<file path="src/mado_pkg.sv">
// Constants for the debug override register bank of the motor algorithm.
// Assumes a register write port delivering offset, 32-bit data and a write strobe.
package mado_pkg;
	localparam logic [7:0] ADDR_DEBUG_OVR = 8'hEC;
	localparam logic [7:0] ADDR_DEV_CTRL = 8'hEA;
	localparam logic [31:0] RESET_DEBUG_OVR = 32'h0000_0000;
	localparam int BIT_SPEED_OVR = 31;
	localparam int SPEED_MSB = 30;
	localparam int SPEED_LSB = 16;
	localparam int BIT_OPEN_LOOP = 15;
	localparam int BIT_HOLD_ALIGN = 14;
	localparam int BIT_HOLD_SLOW = 13;
	localparam int BIT_HOLD_POS = 12;
	localparam int BIT_HOLD_SPD = 11;
	localparam int BIT_ANGLE_SRC = 10;
	localparam int IQ_MSB = 9;
	localparam int ANGLE_MSB = 19;
	localparam int ANGLE_LSB = 11;
	localparam logic [9:0] IQ_POS_LIMIT = 10'h1F4;
	localparam logic [9:0] IQ_NEG_START = 10'h200;
	localparam logic [10:0] IQ_WRAP = 11'h400;
	localparam logic [8:0] DEG_FULL_TURN = 9'h168;
	typedef enum logic [1:0] {
		MADO_START_ALIGN,
		MADO_START_DOUBLE_ALIGN,
		MADO_START_SLOW_CYCLE,
		MADO_START_POS_DETECT
	} mado_startup_t;
endpackage

</file>
<file path="src/mado_angle_mod.sv">
// Reduces a 9-bit degree value modulo 360.
// Assumes a plain unsigned input.
`timescale 1ns/10ps
module mado_angle_mod (
	input wire logic [8:0] deg_in,
	output logic [8:0] deg_out
);
	always_comb begin
		// One subtraction suffices: 9 bits cannot reach 720
		if (deg_in >= mado_pkg::DEG_FULL_TURN) begin
			deg_out = deg_in - mado_pkg::DEG_FULL_TURN;
		end else begin
			deg_out = deg_in;
		end
	end
endmodule // mado_angle_mod

</file>
<file path="src/mado_iq_decode.sv">
// Decodes the 10-bit torque reference code into a signed numerator over 500.
// Assumes the host only writes legal codes; codes 501 to 511 decode to zero, codes 1001 and up to code minus 1024.
`timescale 1ns/10ps
module mado_iq_decode (
	input wire logic [9:0] code,
	output logic signed [10:0] num,
	output logic code_legal
);
	always_comb begin
		num = 11'sh000;
		code_legal = 1'b0;
		if (code <= mado_pkg::IQ_POS_LIMIT) begin
			num = $signed({1'b0, code});
			code_legal = 1'b1;
		end else if (code >= mado_pkg::IQ_NEG_START) begin
			num = $signed({1'b0, code}) - $signed(mado_pkg::IQ_WRAP);
			// Codes 512 to 1000 map to -512 .. -24; 1001 and up are reserved
			code_legal = (num <= -11'sd24);
		end
	end
endmodule // mado_iq_decode

</file>
<file path="src/mado_debug_overrides.sv">
// Write-only debug override register and the selections it drives.
// Assumes synchronous write port and a loop-update strobe from the control core.
`timescale 1ns/10ps
module mado_debug_overrides (
	input wire logic CLK,
	input wire logic RST,
	input wire logic [7:0] WR_ADDR,
	input wire logic [31:0] WR_DATA,
	input wire logic WR_EN,
	input wire logic LOOP_UPDATE,
	input wire logic [14:0] ANALOG_SPEED,
	input wire logic [8:0] CFG_ALIGN_ANGLE,
	input wire logic [1:0] STARTUP_METHOD,
	input wire logic SPEED_DETECT_ENABLE,
	input wire logic SPEED_REGULATOR_OFF,
	input wire logic IN_ALIGN,
	input wire logic IN_SLOW_CYCLE,
	input wire logic IN_POS_DETECT,
	input wire logic IN_SPEED_DETECT,
	output logic [14:0] SPEED_CMD,
	output logic OPEN_LOOP_SELECT,
	output logic HOLD_ALIGN,
	output logic HOLD_SLOW_CYCLE,
	output logic HOLD_POSITION_DETECT,
	output logic HOLD_SPEED_DETECT,
	output logic [8:0] ALIGN_ANGLE,
	output logic signed [10:0] TORQUE_REF_NUM,
	output logic TORQUE_REF_ACTIVE,
	output logic TORQUE_CODE_LEGAL
);
	//------------------------------------------------------------
	// Register write
	//------------------------------------------------------------
	logic [31:0] ovr_reg;
	logic [31:0] ovr_next;
	logic [8:0] forced_angle_reg;
	logic [8:0] forced_angle_next;

	always_comb begin
		ovr_next = ovr_reg;
		forced_angle_next = forced_angle_reg;
		if (WR_EN && WR_ADDR == mado_pkg::ADDR_DEBUG_OVR) begin
			ovr_next = WR_DATA;
		end
		if (WR_EN && WR_ADDR == mado_pkg::ADDR_DEV_CTRL) begin
			forced_angle_next = WR_DATA[mado_pkg::ANGLE_MSB:mado_pkg::ANGLE_LSB];
		end
	end

	always_ff @(posedge CLK or posedge RST) begin
		if (RST) begin
			ovr_reg <= mado_pkg::RESET_DEBUG_OVR;
			forced_angle_reg <= 9'h000;
		end else begin
			ovr_reg <= ovr_next;
			forced_angle_reg <= forced_angle_next;
		end
	end

	//------------------------------------------------------------
	// Combinational selections
	//------------------------------------------------------------
	logic [8:0] forced_angle_mod;
	logic signed [10:0] iq_num;
	logic iq_legal;
	logic [14:0] speed_sel;
	logic [8:0] angle_sel;
	logic align_start;
	logic hold_align_sel;
	logic hold_slow_sel;
	logic hold_pos_sel;
	logic hold_spd_sel;

	mado_angle_mod u_angle (
		.deg_in(forced_angle_reg),
		.deg_out(forced_angle_mod)
	);

	mado_iq_decode u_iq (
		.code(ovr_reg[mado_pkg::IQ_MSB:0]),
		.num(iq_num),
		.code_legal(iq_legal)
	);

	always_comb begin
		if (ovr_reg[mado_pkg::BIT_SPEED_OVR]) begin
			speed_sel = ovr_reg[mado_pkg::SPEED_MSB:mado_pkg::SPEED_LSB];
		end else begin
			speed_sel = ANALOG_SPEED;
		end
		if (ovr_reg[mado_pkg::BIT_ANGLE_SRC]) begin
			angle_sel = forced_angle_mod;
		end else begin
			angle_sel = CFG_ALIGN_ANGLE;
		end
		align_start = (STARTUP_METHOD == mado_pkg::MADO_START_ALIGN)
			|| (STARTUP_METHOD == mado_pkg::MADO_START_DOUBLE_ALIGN);
		hold_align_sel = ovr_reg[mado_pkg::BIT_HOLD_ALIGN] && align_start;
		hold_slow_sel = ovr_reg[mado_pkg::BIT_HOLD_SLOW]
			&& (STARTUP_METHOD == mado_pkg::MADO_START_SLOW_CYCLE);
		hold_pos_sel = ovr_reg[mado_pkg::BIT_HOLD_POS]
			&& (STARTUP_METHOD == mado_pkg::MADO_START_POS_DETECT);
		hold_spd_sel = ovr_reg[mado_pkg::BIT_HOLD_SPD] && SPEED_DETECT_ENABLE;
	end

	//------------------------------------------------------------
	// Outputs latched at loop update
	//------------------------------------------------------------
	// Latching on the loop strobe keeps a command stable within one control period.
	logic [14:0] speed_reg;
	logic [14:0] speed_next;
	logic open_reg;
	logic open_next;
	logic [3:0] hold_reg;
	logic [3:0] hold_next;
	logic [8:0] angle_reg;
	logic [8:0] angle_next;
	logic signed [10:0] iq_reg;
	logic signed [10:0] iq_next;
	logic iq_act_reg;
	logic iq_act_next;
	logic legal_reg;
	logic legal_next;

	always_comb begin
		speed_next = speed_reg;
		open_next = open_reg;
		hold_next = hold_reg;
		angle_next = angle_reg;
		iq_next = iq_reg;
		iq_act_next = iq_act_reg;
		legal_next = legal_reg;
		if (LOOP_UPDATE) begin
			speed_next = speed_sel;
			open_next = ovr_reg[mado_pkg::BIT_OPEN_LOOP];
			hold_next = {hold_align_sel, hold_slow_sel, hold_pos_sel, hold_spd_sel};
			angle_next = angle_sel;
			iq_act_next = SPEED_REGULATOR_OFF;
			iq_next = SPEED_REGULATOR_OFF ? iq_num : 11'sh000;
			legal_next = iq_legal;
		end
	end

	always_ff @(posedge CLK or posedge RST) begin
		if (RST) begin
			speed_reg <= 15'h0000;
			open_reg <= 1'b0;
			hold_reg <= 4'h0;
			angle_reg <= 9'h000;
			iq_reg <= 11'sh000;
			iq_act_reg <= 1'b0;
			legal_reg <= 1'b1;
		end else begin
			speed_reg <= speed_next;
			open_reg <= open_next;
			hold_reg <= hold_next;
			angle_reg <= angle_next;
			iq_reg <= iq_next;
			iq_act_reg <= iq_act_next;
			legal_reg <= legal_next;
		end
	end

	assign SPEED_CMD = speed_reg;
	assign OPEN_LOOP_SELECT = open_reg;
	assign HOLD_ALIGN = hold_reg[3];
	assign HOLD_SLOW_CYCLE = hold_reg[2];
	assign HOLD_POSITION_DETECT = hold_reg[1];
	assign HOLD_SPEED_DETECT = hold_reg[0];
	assign ALIGN_ANGLE = angle_reg;
	assign TORQUE_REF_NUM = iq_reg;
	assign TORQUE_REF_ACTIVE = iq_act_reg;
	assign TORQUE_CODE_LEGAL = legal_reg;
endmodule // mado_debug_overrides

</file>
<file path="config.mk">
export PLATFORM = sky130hd
export DESIGN_NAME = mado_debug_overrides
export DESIGN_NICKNAME = d
export VERILOG_FILES = /design/src/mado_pkg.sv /design/src/mado_angle_mod.sv /design/src/mado_iq_decode.sv /design/src/mado_debug_overrides.sv
export SDC_FILE = /design/constraint.sdc
export NUM_CORES = 1
export LEC_CHECK = 0
export BUFFER_PORTS_ARGS = -buffer_cell sky130_fd_sc_hd__buf_2
export CAP_MARGIN = 20
export CORE_ASPECT_RATIO = 1.4
export CORE_MARGIN = 3
export CORE_UTILIZATION = 55
export CTS_CLUSTER_SIZE = 24
export DETAILED_ROUTE_END_ITERATION = 10
export GPL_TIMING_DRIVEN = 0
export PLACE_DENSITY = 0.85
export SKIP_LAST_GASP = 1
export SLEW_MARGIN = 20
export SYNTH_ARGS = -nofsm -noshare
export SYNTH_HDL_FRONTEND = slang
export SYNTH_SLANG_ARGS = --single-unit
</file>
<file path="constraint.sdc">
create_clock -name CLK -period 3.9 [get_ports CLK]
set_input_delay 0.78 -clock CLK [delete_from_list [all_inputs] [get_ports CLK]]
set_output_delay 0.78 -clock CLK [all_outputs]
set_load 0.05 [all_outputs]
</file>
======== After elaboration in Yosys (flattened, before gate mapping) ========
Index checks and enable logic that the tools add are counted.
storage, ports and cells
  register bits after elaboration ......... 83
  input port bits ......................... 76
  output and inout bits ................... 42
  word-level logic and storage cells ...... 36
operators by class
  add/sub/neg operators ................... 2
  $lt $le $gt $ge ......................... 4
  equal/unequal tests ..................... 5
  multiplexer cells ....................... 8
  reductions and logical operators ........ 8
operator list
  cell                                                                     count
  11-bit 2-to-1 mux                                                        3
  9-bit 2-to-1 mux                                                         2
  8-bit equality test (second input constant)                              2
  15-bit 2-to-1 mux                                                        1
  11-bit by 6-bit <= comparator with 1-bit output (second input constant)  1
  11-bit subtractor (second input constant)                                1
  10-bit >= comparator (second input constant)                             1
  10-bit by 9-bit <= comparator with 1-bit output (second input constant)  1
  9-bit >= comparator (second input constant)                              1
  9-bit subtractor (second input constant)                                 1
  1-bit logical AND                                                        6
  2-bit equality test (second input constant)                              2
  2-bit by 1-bit equality test with 1-bit output (second input constant)   1
  2-bit logical NOT                                                        1
  1-bit 2-to-1 mux                                                         2
  1-bit logical OR                                                         1

======== Depth between registers and ports, before layout ========
Gate-level depths: netlist (run 1).
  depth after elaboration ................. 4
  gate-level depth with buffers ........... 7
  gate-level depth less buffers ........... 7

======== Cells and area by module ========
Synthesis (run 1) repeated with hierarchy kept, for this count alone.
unflattened totals
  cell total of the unflattened synthesis .. 317
  area, all modules ....................... 3712.3 um2
by module, submodules not included
  module                instances  cells an instance  area each (um2)  seq. area each (um2)
  mado_debug_overrides  1          266                3367.0           2078.2
  mado_angle_mod        1          31                 217.7            0.0
  mado_iq_decode        1          20                 127.6            0.0

======== Worst setup path before layout (run 1) ========
No wires, ideal clock.
  kind .................................... input port to flip-flop
  start point ............................. input port WR_ADDR[6]
  end point ............................... register ovr_reg[0]
  setup time .............................. 0.125 ns
  arrival time ............................ 2.313 ns
  required time ........................... 3.775 ns
  path slack .............................. 1.462 ns
  cell stages on the path ................. 6
  buffers on the path ..................... 2
  path through ............................ nand4_1 -> or4b_1 -> or3b_1 -> buf_6 -> buf_12 -> mux2_4
between the ends
  longest elaborated chain between the ends .. 2
RTL lines
  element               RTL line                    RTL
  from (decl)           mado_debug_overrides.sv:7   input wire logic [7:0] WR_ADDR,
  8-bit equality test   mado_debug_overrides.sv:42  if (WR_EN && WR_ADDR == mado_pkg::ADDR_DEBUG_OVR) begin
  1-bit logical AND     mado_debug_overrides.sv:42
  to (signal assigned)  mado_debug_overrides.sv:52  ovr_reg <= mado_pkg::RESET_DEBUG_OVR;
  to (signal assigned)  mado_debug_overrides.sv:55  ovr_reg <= ovr_next;
  to (decl)             mado_debug_overrides.sv:34  logic [31:0] ovr_reg;
No other way between the ends.
A chain may end at the register's enable or synchronous reset.

======== Worst setup path after layout (run 1) ========
  start point ............................. input port WR_ADDR[6]
  end point ............................... register ovr_reg[7]
Same word-level chain as after synthesis.

==> results of run 1 <==
## area by class of cell
| cell class | instances | area share (%) |
|---|---|---|
| clock inverters | 4 | 1.08 |
| repair buffers | 114 | 12.9 |
| plain buffers | 17 | 2.63 |
| flip-flops and latches | 83 | 45.0 |
| well taps | 72 | 1.95 |
| multi-input cells | 184 | 31.4 |
| inverters | 23 | 1.93 |
| clock buffers | 12 | 3.15 |
## Yosys cell counts, types with 2 or more instances
cell / n / area share (%)
a21oi_1: 22 / 2.9
buf_1: 3 / 0.30
buf_12: 3 / 1.6
clkbuf_1: 9 / 0.90
dfrtp_1: 82 / 55
inv_1: 23 / 2.3
mux2_2: 13 / 3.9
mux2_4: 30 / 12
mux2i_1: 18 / 4.8
nand2_1: 14 / 1.4
nand2b_1: 3 / 0.50
nand3_1: 3 / 0.40
nand3b_1: 2 / 0.40
nand4_1: 3 / 0.50
nor2_1: 22 / 2.2
nor4_1: 2 / 0.34
o211ai_1: 2 / 0.40
o21ai_0: 27 / 3.6
o22ai_1: 2 / 0.34
or4b_1: 2 / 0.54
xor2_1: 2 / 0.47
## per-stage QoR
stage | power, mW | util (%) | instances | instance area, um^2
6_report | 1.85 | 72.3 | 509 | 4610
5_1_grt | 1.92 | 72.3 | 509 | 4610
4_1_cts | 1.86 | 72.3 | 509 | 4610
3_5_place_dp | 1.26 | 69.3 | 493 | 4420
3_3_place_gp | 1.24 | 68.8 | 492 | 4390
2_1_floorplan | 1.15 | - | 307 | 3730
## cell families (layout without fill, tap and decap cells)
kind of cell	after synthesis	count (layout)	share of synthesized area, %
fa+ha+maj	1	1	0.335
simple gates	58	58	7.74
xor+xnor	2	2	0.469
compound gates	62	62	9.42
flops	83	83	55.7
buf+inv	40	170	5.56
mux	61	61	20.8
## worst max-delay path, delay by kind of cell
family | cells | cell delay [ps]
simple gates | 3 | 1010
mux | 1 | 300
buf+inv | 3 | 380
## path summary, 6_finish.rpt
check	from	end	slack, ps	cells after the start
worst max-delay path	WR_ADDR[6]	ovr_reg[7]	1640	7
worst min-delay path	RST	TORQUE_REF_NUM[2]	420	2
worst max register to register	forced_angle_reg[4]	ALIGN_ANGLE[4]	1900	5
worst min register to register	ALIGN_ANGLE[8]	ALIGN_ANGLE[8]	500	1
max in group asynchronous	RST	TORQUE_CODE_LEGAL	2860	3
min in group CLK	ALIGN_ANGLE[8]	ALIGN_ANGLE[8]	500	1
## metal layers
| layer | up-vias | part of all wire [%] |
|---|---|---|
| met1 | 1363 | 40 |
| li1 | 1311 | - |
| met2 | 87 | 54 |
| met3 | 13 | 4.8 |
| met4 | 0 | 1.5 |
| met5 | - | 0 |
## power by group through the flow
stage | clock network [mW] | registers, mW | logic (mW)
6_report | 0.607 | 0.943 | 0.296
5_1_grt | 0.655 | 0.949 | 0.319
3_5_place_dp | 0 | 0.958 | 0.299
3_3_place_gp | 0 | 0.956 | 0.288
4_1_cts | 0.616 | 0.942 | 0.300
2_1_floorplan | 0 | 1.05 | 0.0998
==> flow_metrics.tcl, run 1 <==
set metrics [dict create \
    cts_resized 0 \
    syn_nets 384 \
    synth_area_mm2 0.00373 \
    finalSetupViolCount 0 \
    synth_seq_cells 83 \
    die_area_mm2 0.00783 \
    grt_pass1_vias 2824 \
    top_usage_layer "met2" \
    cp.required_ps 4130 \
    multiInputGateArea_mm2 0.00145 \
    grt_max_degree 58 \
    ctsRootBufferMaster "clkbuf_8" \
    syn_to_final_growth_pct 23.6 \
    ant_nets 0 \
    holdBufCountCts 0 \
    met3_usage_pct 3.58 \
    cts_buffers 9 \
    grt.total_usage_pct 22.8 \
    post_cts_buffers 0 \
    grt_pass1_wl_mm 13.4 \
    cts_tree "yes" \
    tns_ps 0 \
    synth.distinct_cells 41 \
    clk_latency_ps 340 \
    hpwl_mm 6.39 \
    portBuffers 113 \
    fmaxAchievable_ghz 0.443 \
    core_mm2 0.00638 \
    most-common-layout-cells "114 x buf_2, 82 x dfrtp_1, 30 x mux2_4, 27 x o21ai_0" \
    vdd_ir_drop_max_mv 0.244 \
    crit_type "primary input to flop" \
    fillers 455 \
    die_h_um 103 \
    start_kind "primary input" \
    insertedDiodeCount 0 \
    drv_slew 0 \
    drt_wl_total_mm 8.43 \
    grt_remaining_overflow 0 \
    wl_per_cell_um 16.6 \
    period_needed_ps 2260 \
    final_common_cell "buf_2" \
    htreeDepth 3 \
    initial_core_util_pct 58.5 \
    gp_congestion 0.901 \
    drive_gt1_share_pct 41.2 \
    clkPwrFrac_pct 32.9 \
    rsz0062_at_grt "false" \
    power.switching_mw 0.523 \
    critical_path.max_fanout 10 \
    p_seq_share_pct 51.1 \
    path_clk_slew_ps 80 \
    slowest_stage "or4b_1" \
    switching_share_pct 28.3 \
    largest_reg_flops 32 \
    seqCellArea_mm2 0.00208 \
    drv_cap 0 \
    finalCritPeriodShare_pct 57.9 \
    max-slew-margin-rel_pct 51.7 \
    p_int_mw 1.32 \
    use_met2_pct 38.6 \
    use_met1_pct 28.9 \
    worstMarginPinSlew_ps 725 \
    antenna_found_initial 0 \
    yosysSeqAreaShare_pct 55.7 \
    pwr-share-comb_pct 16.1 \
    clockBufferDepth 2 \
    synthCells 307 \
    max_stage_delay_ps 520 \
    whs_ps 416 \
    p_leak_nw 2.34 \
    synthArstFlopShare_pct 100 \
    synth-edff-count 0 \
    yosysWarnings 0 \
    preCtsSetupSlack_ps 1270 \
    clock-skew-final_ps 8.90 \
    final_nets 509 \
    io_pins 118 \
    outcome "finished clean" \
    drc 0 \
    synth_flop_cell "dfrtp_1" \
    drtIter0Drc 136 \
    die_x_um 75.6 \
    crit_arrival_ps 2480 \
    vias 2774 \
    hp-class "primary input to async pin" \
    timing.final.ws_setup_ps 1640 \
    first_pass_iters 4 \
    endpoint_kind "flop" \
    rows 34 \
    power.density_mw_per_mm2 400 \
    crit_chain "buf_2 -> nand4_1 -> or4b_1 -> or3b_1 -> buf_6 -> buf_12 -> mux2_4" \
    cts_sinks 83 \
    synth.avg_cell_area_um2 12.2 \
    hold_viol 0 \
    vias_per_cell 5.45 \
]
No activity file was read; power rests on OpenSTA's default activity.
==> run 2: changes to the inputs <==
--- a/config.mk
+++ b/config.mk
@@ -9,11 +9,11 @@
 export CAP_MARGIN = 20
 export CORE_ASPECT_RATIO = 1.4
 export CORE_MARGIN = 3
-export CORE_UTILIZATION = 55
+export CORE_UTILIZATION = 46
 export CTS_CLUSTER_SIZE = 24
 export DETAILED_ROUTE_END_ITERATION = 10
 export GPL_TIMING_DRIVEN = 0
-export PLACE_DENSITY = 0.85
+export PLACE_DENSITY = 0.76
 export SKIP_LAST_GASP = 1
 export SLEW_MARGIN = 20
 export SYNTH_ARGS = -nofsm -noshare
==> constraint.sdc (replaced) <==
create_clock -name CLK -period 1.9 [get_ports CLK]
set_input_delay 0.38 -clock CLK [delete_from_list [all_inputs] [get_ports CLK]]
set_output_delay 0.38 -clock CLK [all_outputs]
set_load 0.05 [all_outputs]
==> flow_metrics.tcl, run 2 (synthesized netlist as in run 1, its figures left out) <==
set metrics [dict create \
    outcome "finished clean" \
    use_met2_pct 32.6 \
    cts_tree "yes" \
    tns_ps 0 \
    initial_core_util_pct 47.6 \
    wl_per_cell_um 16.1 \
    switching_share_pct 28.4 \
    start_kind "flop" \
    ant_nets 0 \
    fin_area_mm2 0.00472 \
    max_stage_delay_ps 560 \
    finalCritPeriodShare_pct 96.8 \
    cts_sinks 83 \
    slowest_stage "or4b_4" \
    drc 0 \
    preCtsSetupSlack_ps -234 \
    syn_to_final_growth_pct 26.4 \
    finalPower_mw 3.77 \
    die_h_um 113 \
    clkPwrFrac_pct 32.2 \
    grt_remaining_overflow 0 \
    portBuffers 113 \
    period_needed_ps 1840 \
    path_clk_slew_ps 80 \
    drtIter0Drc 100 \
    p_int_mw 2.70 \
    crit_type "flop to flop" \
    cp.required_ps 2170 \
    htreeDepth 3 \
    vdd_ir_drop_max_mv 0.407 \
    max-slew-margin-rel_pct 57.2 \
    die_area_mm2 0.00925 \
    hpwl_mm 6.45 \
    grt.total_usage_pct 19.9 \
    finalSetupViolCount 0 \
    drive_gt1_share_pct 43.0 \
    core_mm2 0.00785 \
    dpl_cell_area_mm2 0.00447 \
    use_met1_pct 25.0 \
    fmaxAchievable_ghz 0.544 \
    critical_path.max_fanout 2 \
    first_pass_iters 4 \
    drv_slew 0 \
    vias_per_cell 5.15 \
    io_pins 118 \
    grt_max_degree 36 \
    vias 2791 \
    met3_usage_pct 2.49 \
    power.density_mw_per_mm2 798 \
    pwr-share-comb_pct 16.4 \
    ctsRootBufferMaster "clkbuf_8" \
    die_x_um 82.1 \
    hp-class "primary input to async pin" \
    insertedDiodeCount 0 \
    most-common-layout-cells "113 x buf_2, 81 x dfrtp_1, 30 x mux2_4, 27 x o21ai_0" \
    timing.final.ws_setup_ps 61.2 \
    grt_pass1_vias 2801 \
    cts_buffers 9 \
    crit_chain "or4b_4 -> or4_4 -> o211a_1 -> o22ai_1" \
    drt_wl_total_mm 8.72 \
    final_common_cell "buf_2" \
    crit_arrival_ps 2110 \
    clockBufferDepth 2 \
    rows 38 \
    grt_pass1_wl_mm 13.9 \
    largest_reg_flops 32 \
    holdBufCountCts 0 \
    fillers 666 \
    endpoint_kind "flop" \
    final_nets 514 \
    p_seq_share_pct 51.4 \
    power.switching_mw 1.07 \
    clock-skew-final_ps 6.66 \
    antenna_found_initial 0 \
    reg2regPathDepth 4 \
    hold_viol 0 \
    gp_congestion 0.805 \
    p_leak_nw 2.38 \
    drv_cap 0 \
    worstMarginPinSlew_ps 643 \
    clk_latency_ps 350 \
    top_usage_layer "met2" \
]
## run 2: per-layer routing
| layer | up-vias | share of wire, % |
|---|---|---|
| li1 | 1318 | - |
| met1 | 1371 | 41 |
| met2 | 84 | 51 |
| met3 | 18 | 4.3 |
| met4 | 0 | 3.3 |
| met5 | - | 0 |
## run 2: metrics by stage
stage | cells | util, % | hold WS [ps]
detailed placement | 522 | 57.0 | 476
floorplan | 307 | - | 471
global route | 542 | 60.2 | 104
global placement | 520 | 56.5 | 480
finish | 542 | 60.2 | 84.7
CTS | 539 | 59.7 | 80.8
## run 2: power groups by stage
stage               clock network, mW  logic [mW]  registers, mW
CTS                              1.26       0.619           1.93
floorplan                           0       0.205           2.16
finish                           1.22       0.618           1.94
global placement                    0       0.594           1.96
detailed placement                  0       0.617           1.97
global route                     1.33       0.665           1.95
## run 2: area by class of cell
| cell class | instances | area, um^2 | share of cell area, % |
|---|---|---|---|
| well taps | 100 | 125 | 2.65 |
| inverters | 23 | 90.1 | 1.91 |
| flip-flops and latches | 83 | 2080 | 44.0 |
| plain buffers | 17 | 129 | 2.73 |
| repair buffers | 119 | 636 | 13.5 |
| multi-input cells | 184 | 1470 | 31.1 |
| clock inverters | 1 | 5.00 | 0.106 |
| clock buffers | 15 | 186 | 3.95 |
## run 2: path summary, 6_finish.rpt
check	slack, ps	to	startpoint
worst max-delay path	60	ALIGN_ANGLE[7]	forced_angle_reg[1]
min in group CLK	260	ovr_reg[24]	WR_DATA[24]
max in group asynchronous	1200	TORQUE_CODE_LEGAL	RST
worst min-delay path	80	ovr_reg[4]	RST
worst max register to register	60	ALIGN_ANGLE[7]	forced_angle_reg[1]
worst min register to register	500	TORQUE_CODE_LEGAL	TORQUE_CODE_LEGAL
## run 2: critical path: cells and delay by family, from the launching register on
family / cells / cell delay (ps)
simple gates: 2 / 1040
compound gates: 2 / 330
flops: 1 / 390
## run 2: what timing repair did
item	in CTS	in global routing
buffers inserted	1	3
endpoints found under the setup margin	1	8
endpoints found under the hold margin	0	0
pin swaps	1	3
gates resized for setup	2	5
==> run 3: changes to the inputs <==
--- a/config.mk
+++ b/config.mk
@@ -5,6 +5,7 @@
 export SDC_FILE = /design/constraint.sdc
 export NUM_CORES = 1
 export LEC_CHECK = 0
+export ABC_AREA = 1
 export BUFFER_PORTS_ARGS = -buffer_cell sky130_fd_sc_hd__buf_2
 export CAP_MARGIN = 20
 export CORE_ASPECT_RATIO = 1.4
@@ -19,3 +20,4 @@
 export SYNTH_ARGS = -nofsm -noshare
 export SYNTH_HDL_FRONTEND = slang
 export SYNTH_SLANG_ARGS = --single-unit
+export TNS_END_PERCENT = 30
==> flow_metrics.tcl, run 3 <==
set metrics [dict create \
    vdd_ir_drop_max_mv 0.579 \
    clk_latency_ps 360 \
    seqCellArea_mm2 0.00208 \
    ctsRootBufferMaster "clkbuf_8" \
    die_h_um 113 \
    initial_core_util_pct 47.8 \
    synth_seq_cells 83 \
    slowest_stage "dfrtp_1" \
    yosysSeqAreaShare_pct 55.8 \
    drive_gt1_share_pct 25.6 \
    synth-edff-count 0 \
    syn_to_final_growth_pct 24.4 \
    hpwl_mm 7.16 \
    grt.total_usage_pct 22.0 \
    worstMarginPinSlew_ps 501 \
    most-common-layout-cells "123 x buf_2, 121 x nand2_1, 82 x dfrtp_1, 58 x inv_1, 49 x o21ai_0" \
    cp_common_cell "nand2_1" \
    portBuffers 112 \
    grt_pass1_wl_mm 15.5 \
    grt_remaining_overflow 0 \
    syn_nets 529 \
    htreeDepth 3 \
    synth.avg_cell_area_um2 8.25 \
    use_met2_pct 37.5 \
    finalSetupViolCount 0 \
    critical_path.max_fanout 5 \
    die_area_mm2 0.00923 \
    cts_buffers 9 \
    synth.most_common_cell "nand2_1" \
    multiInputGateArea_mm2 0.00133 \
    synth_area_mm2 0.00373 \
    cp.required_ps 2150 \
    hold_viol 0 \
    first_pass_iters 4 \
    post_cts_buffers 0 \
    wl_per_cell_um 13.7 \
    tns_ps 0 \
    synth.distinct_cells 24 \
    cts_sinks 83 \
    max_stage_delay_ps 440 \
    outcome "finished clean" \
    final_common_cell "buf_2" \
    fmaxAchievable_ghz 0.599 \
    drv_slew 0 \
    synth.top_cell.area_share_pct 55.1 \
    synth_flop_cell "dfrtp_1" \
    cts_tree "yes" \
    yosys.area.top_type "dfrtp_1" \
    insertedDiodeCount 0 \
    synthCells 452 \
    fillers 755 \
    cts_resized 0 \
    power.density_mw_per_mm2 806 \
    hp-class "primary input to async pin" \
    cp_top_family "simple AND/OR/NAND/NOR gates" \
    fin_area_mm2 0.00464 \
    start_kind "flop" \
    grt_pass1_vias 3391 \
    clockBufferDepth 2 \
    grt_max_degree 35 \
    max-slew-margin-rel_pct 66.6 \
    vias 3308 \
    synthArstFlopShare_pct 100 \
    die_x_um 82.1 \
    dpl_cell_area_mm2 0.00446 \
    antenna_found_initial 0 \
    p_leak_nw 2.48 \
    r2r_slack_ps 230 \
    ys_top_cells_by_count "121 x nand2_1, 82 x dfrtp_1, 59 x inv_1" \
    use_met1_pct 25.7 \
    gp_congestion 0.912 \
    rsz0062_at_grt "false" \
    cp_num_buf_inv 1 \
    rows 38 \
    largest_reg_flops 32 \
    clock-skew-final_ps 7.69 \
    drt_wl_total_mm 9.36 \
    holdBufCountCts 0 \
    drtIter0Drc 169 \
    crit_type "flop to flop" \
    yosysWarnings 0 \
    io_pins 118 \
    vias_per_cell 4.85 \
    period_needed_ps 1670 \
    final_nets 654 \
    endpoint_kind "flop" \
    met3_usage_pct 5.06 \
    yosys-top-cells-area "dfrtp_1 55%, nand2_1 12%, o21ai_0 6.6%" \
    drv_cap 0 \
    crit_arrival_ps 1920 \
    top_usage_layer "met2" \
    finalCritPeriodShare_pct 87.8 \
    ant_nets 0 \
    path_clk_slew_ps 90 \
    drc 0 \
    crit_chain "inv_1 -> ha_1 -> nor2_1 -> nor2_1 -> nand2_1 -> nand3_1 -> nand3_1 -> nand2_1 -> nand2_1" \
    core_mm2 0.00780 \
]
## run 3: per-stage QoR
step / std cells / power [mW] / hold WS, ps / util (%) / setup WS (ps)
detailed placement: 666 / 2.61 / 417 / 57.2 / 251
floorplan: 452 / 2.38 / 449 / - / 526
global route: 682 / 3.92 / 44.0 / 59.5 / 54.2
global placement: 664 / 2.58 / 454 / 56.6 / 30.8
finish: 682 / 3.74 / 28.3 / 59.5 / 231
CTS: 682 / 3.78 / 15.5 / 59.5 / 231
## run 3: path summary, 6_finish.rpt
| kind | start | to | cells past startpoint |
|---|---|---|---|
| worst max-delay path | forced_angle_reg[3] | ALIGN_ANGLE[6] | 9 |
| worst min-delay path | RST | TORQUE_REF_NUM[8] | 2 |
| worst max register to register | forced_angle_reg[3] | ALIGN_ANGLE[6] | 9 |
| worst min register to register | hold_reg[0] | hold_reg[0] | 2 |
| max in group asynchronous | RST | SPEED_CMD[6] | 4 |
| min in group CLK | STARTUP_METHOD[0] | hold_reg[2] | 2 |
## run 3: power breakdown
group	internal [mW]	switching [mW]	leakage, nW
sequential	1.87	0.0656	1.10
combinational	0.186	0.446	1.29
clock	0.542	0.632	0.0884
total	2.59	1.14	2.48
## run 3: per-layer routing
layer | up-vias | share of wire (%)
li1 | 1682 | -
met1 | 1522 | 39
met2 | 86 | 53
met3 | 18 | 4.9
met4 | 0 | 2.7
met5 | - | 0
## run 3: final cells by class
type / count / share of cell area [%]
Sequential cell: 83 / 44.8
Multi-Input combinational cell: 290 / 28.7
Timing Repair Buffer: 114 / 13.0
Inverter: 59 / 4.86
Clock buffer: 12 / 3.35
Tap cell: 100 / 2.70
Buffer: 20 / 2.08
Clock inverter: 4 / 0.540
## run 3: cell families after synthesis
| group | after synthesis | share of synthesized area [%] |
|---|---|---|
| AND/OR/NAND/NOR | 188 | 21.0 |
| AO/OA/AOI/OAI | 100 | 14.1 |
| flip-flops | 83 | 55.8 |
| buffers and inverters | 79 | 8.53 |
| XOR/XNOR | 1 | 0.235 |
| adder cells (fa/ha/maj) | 1 | 0.336 |
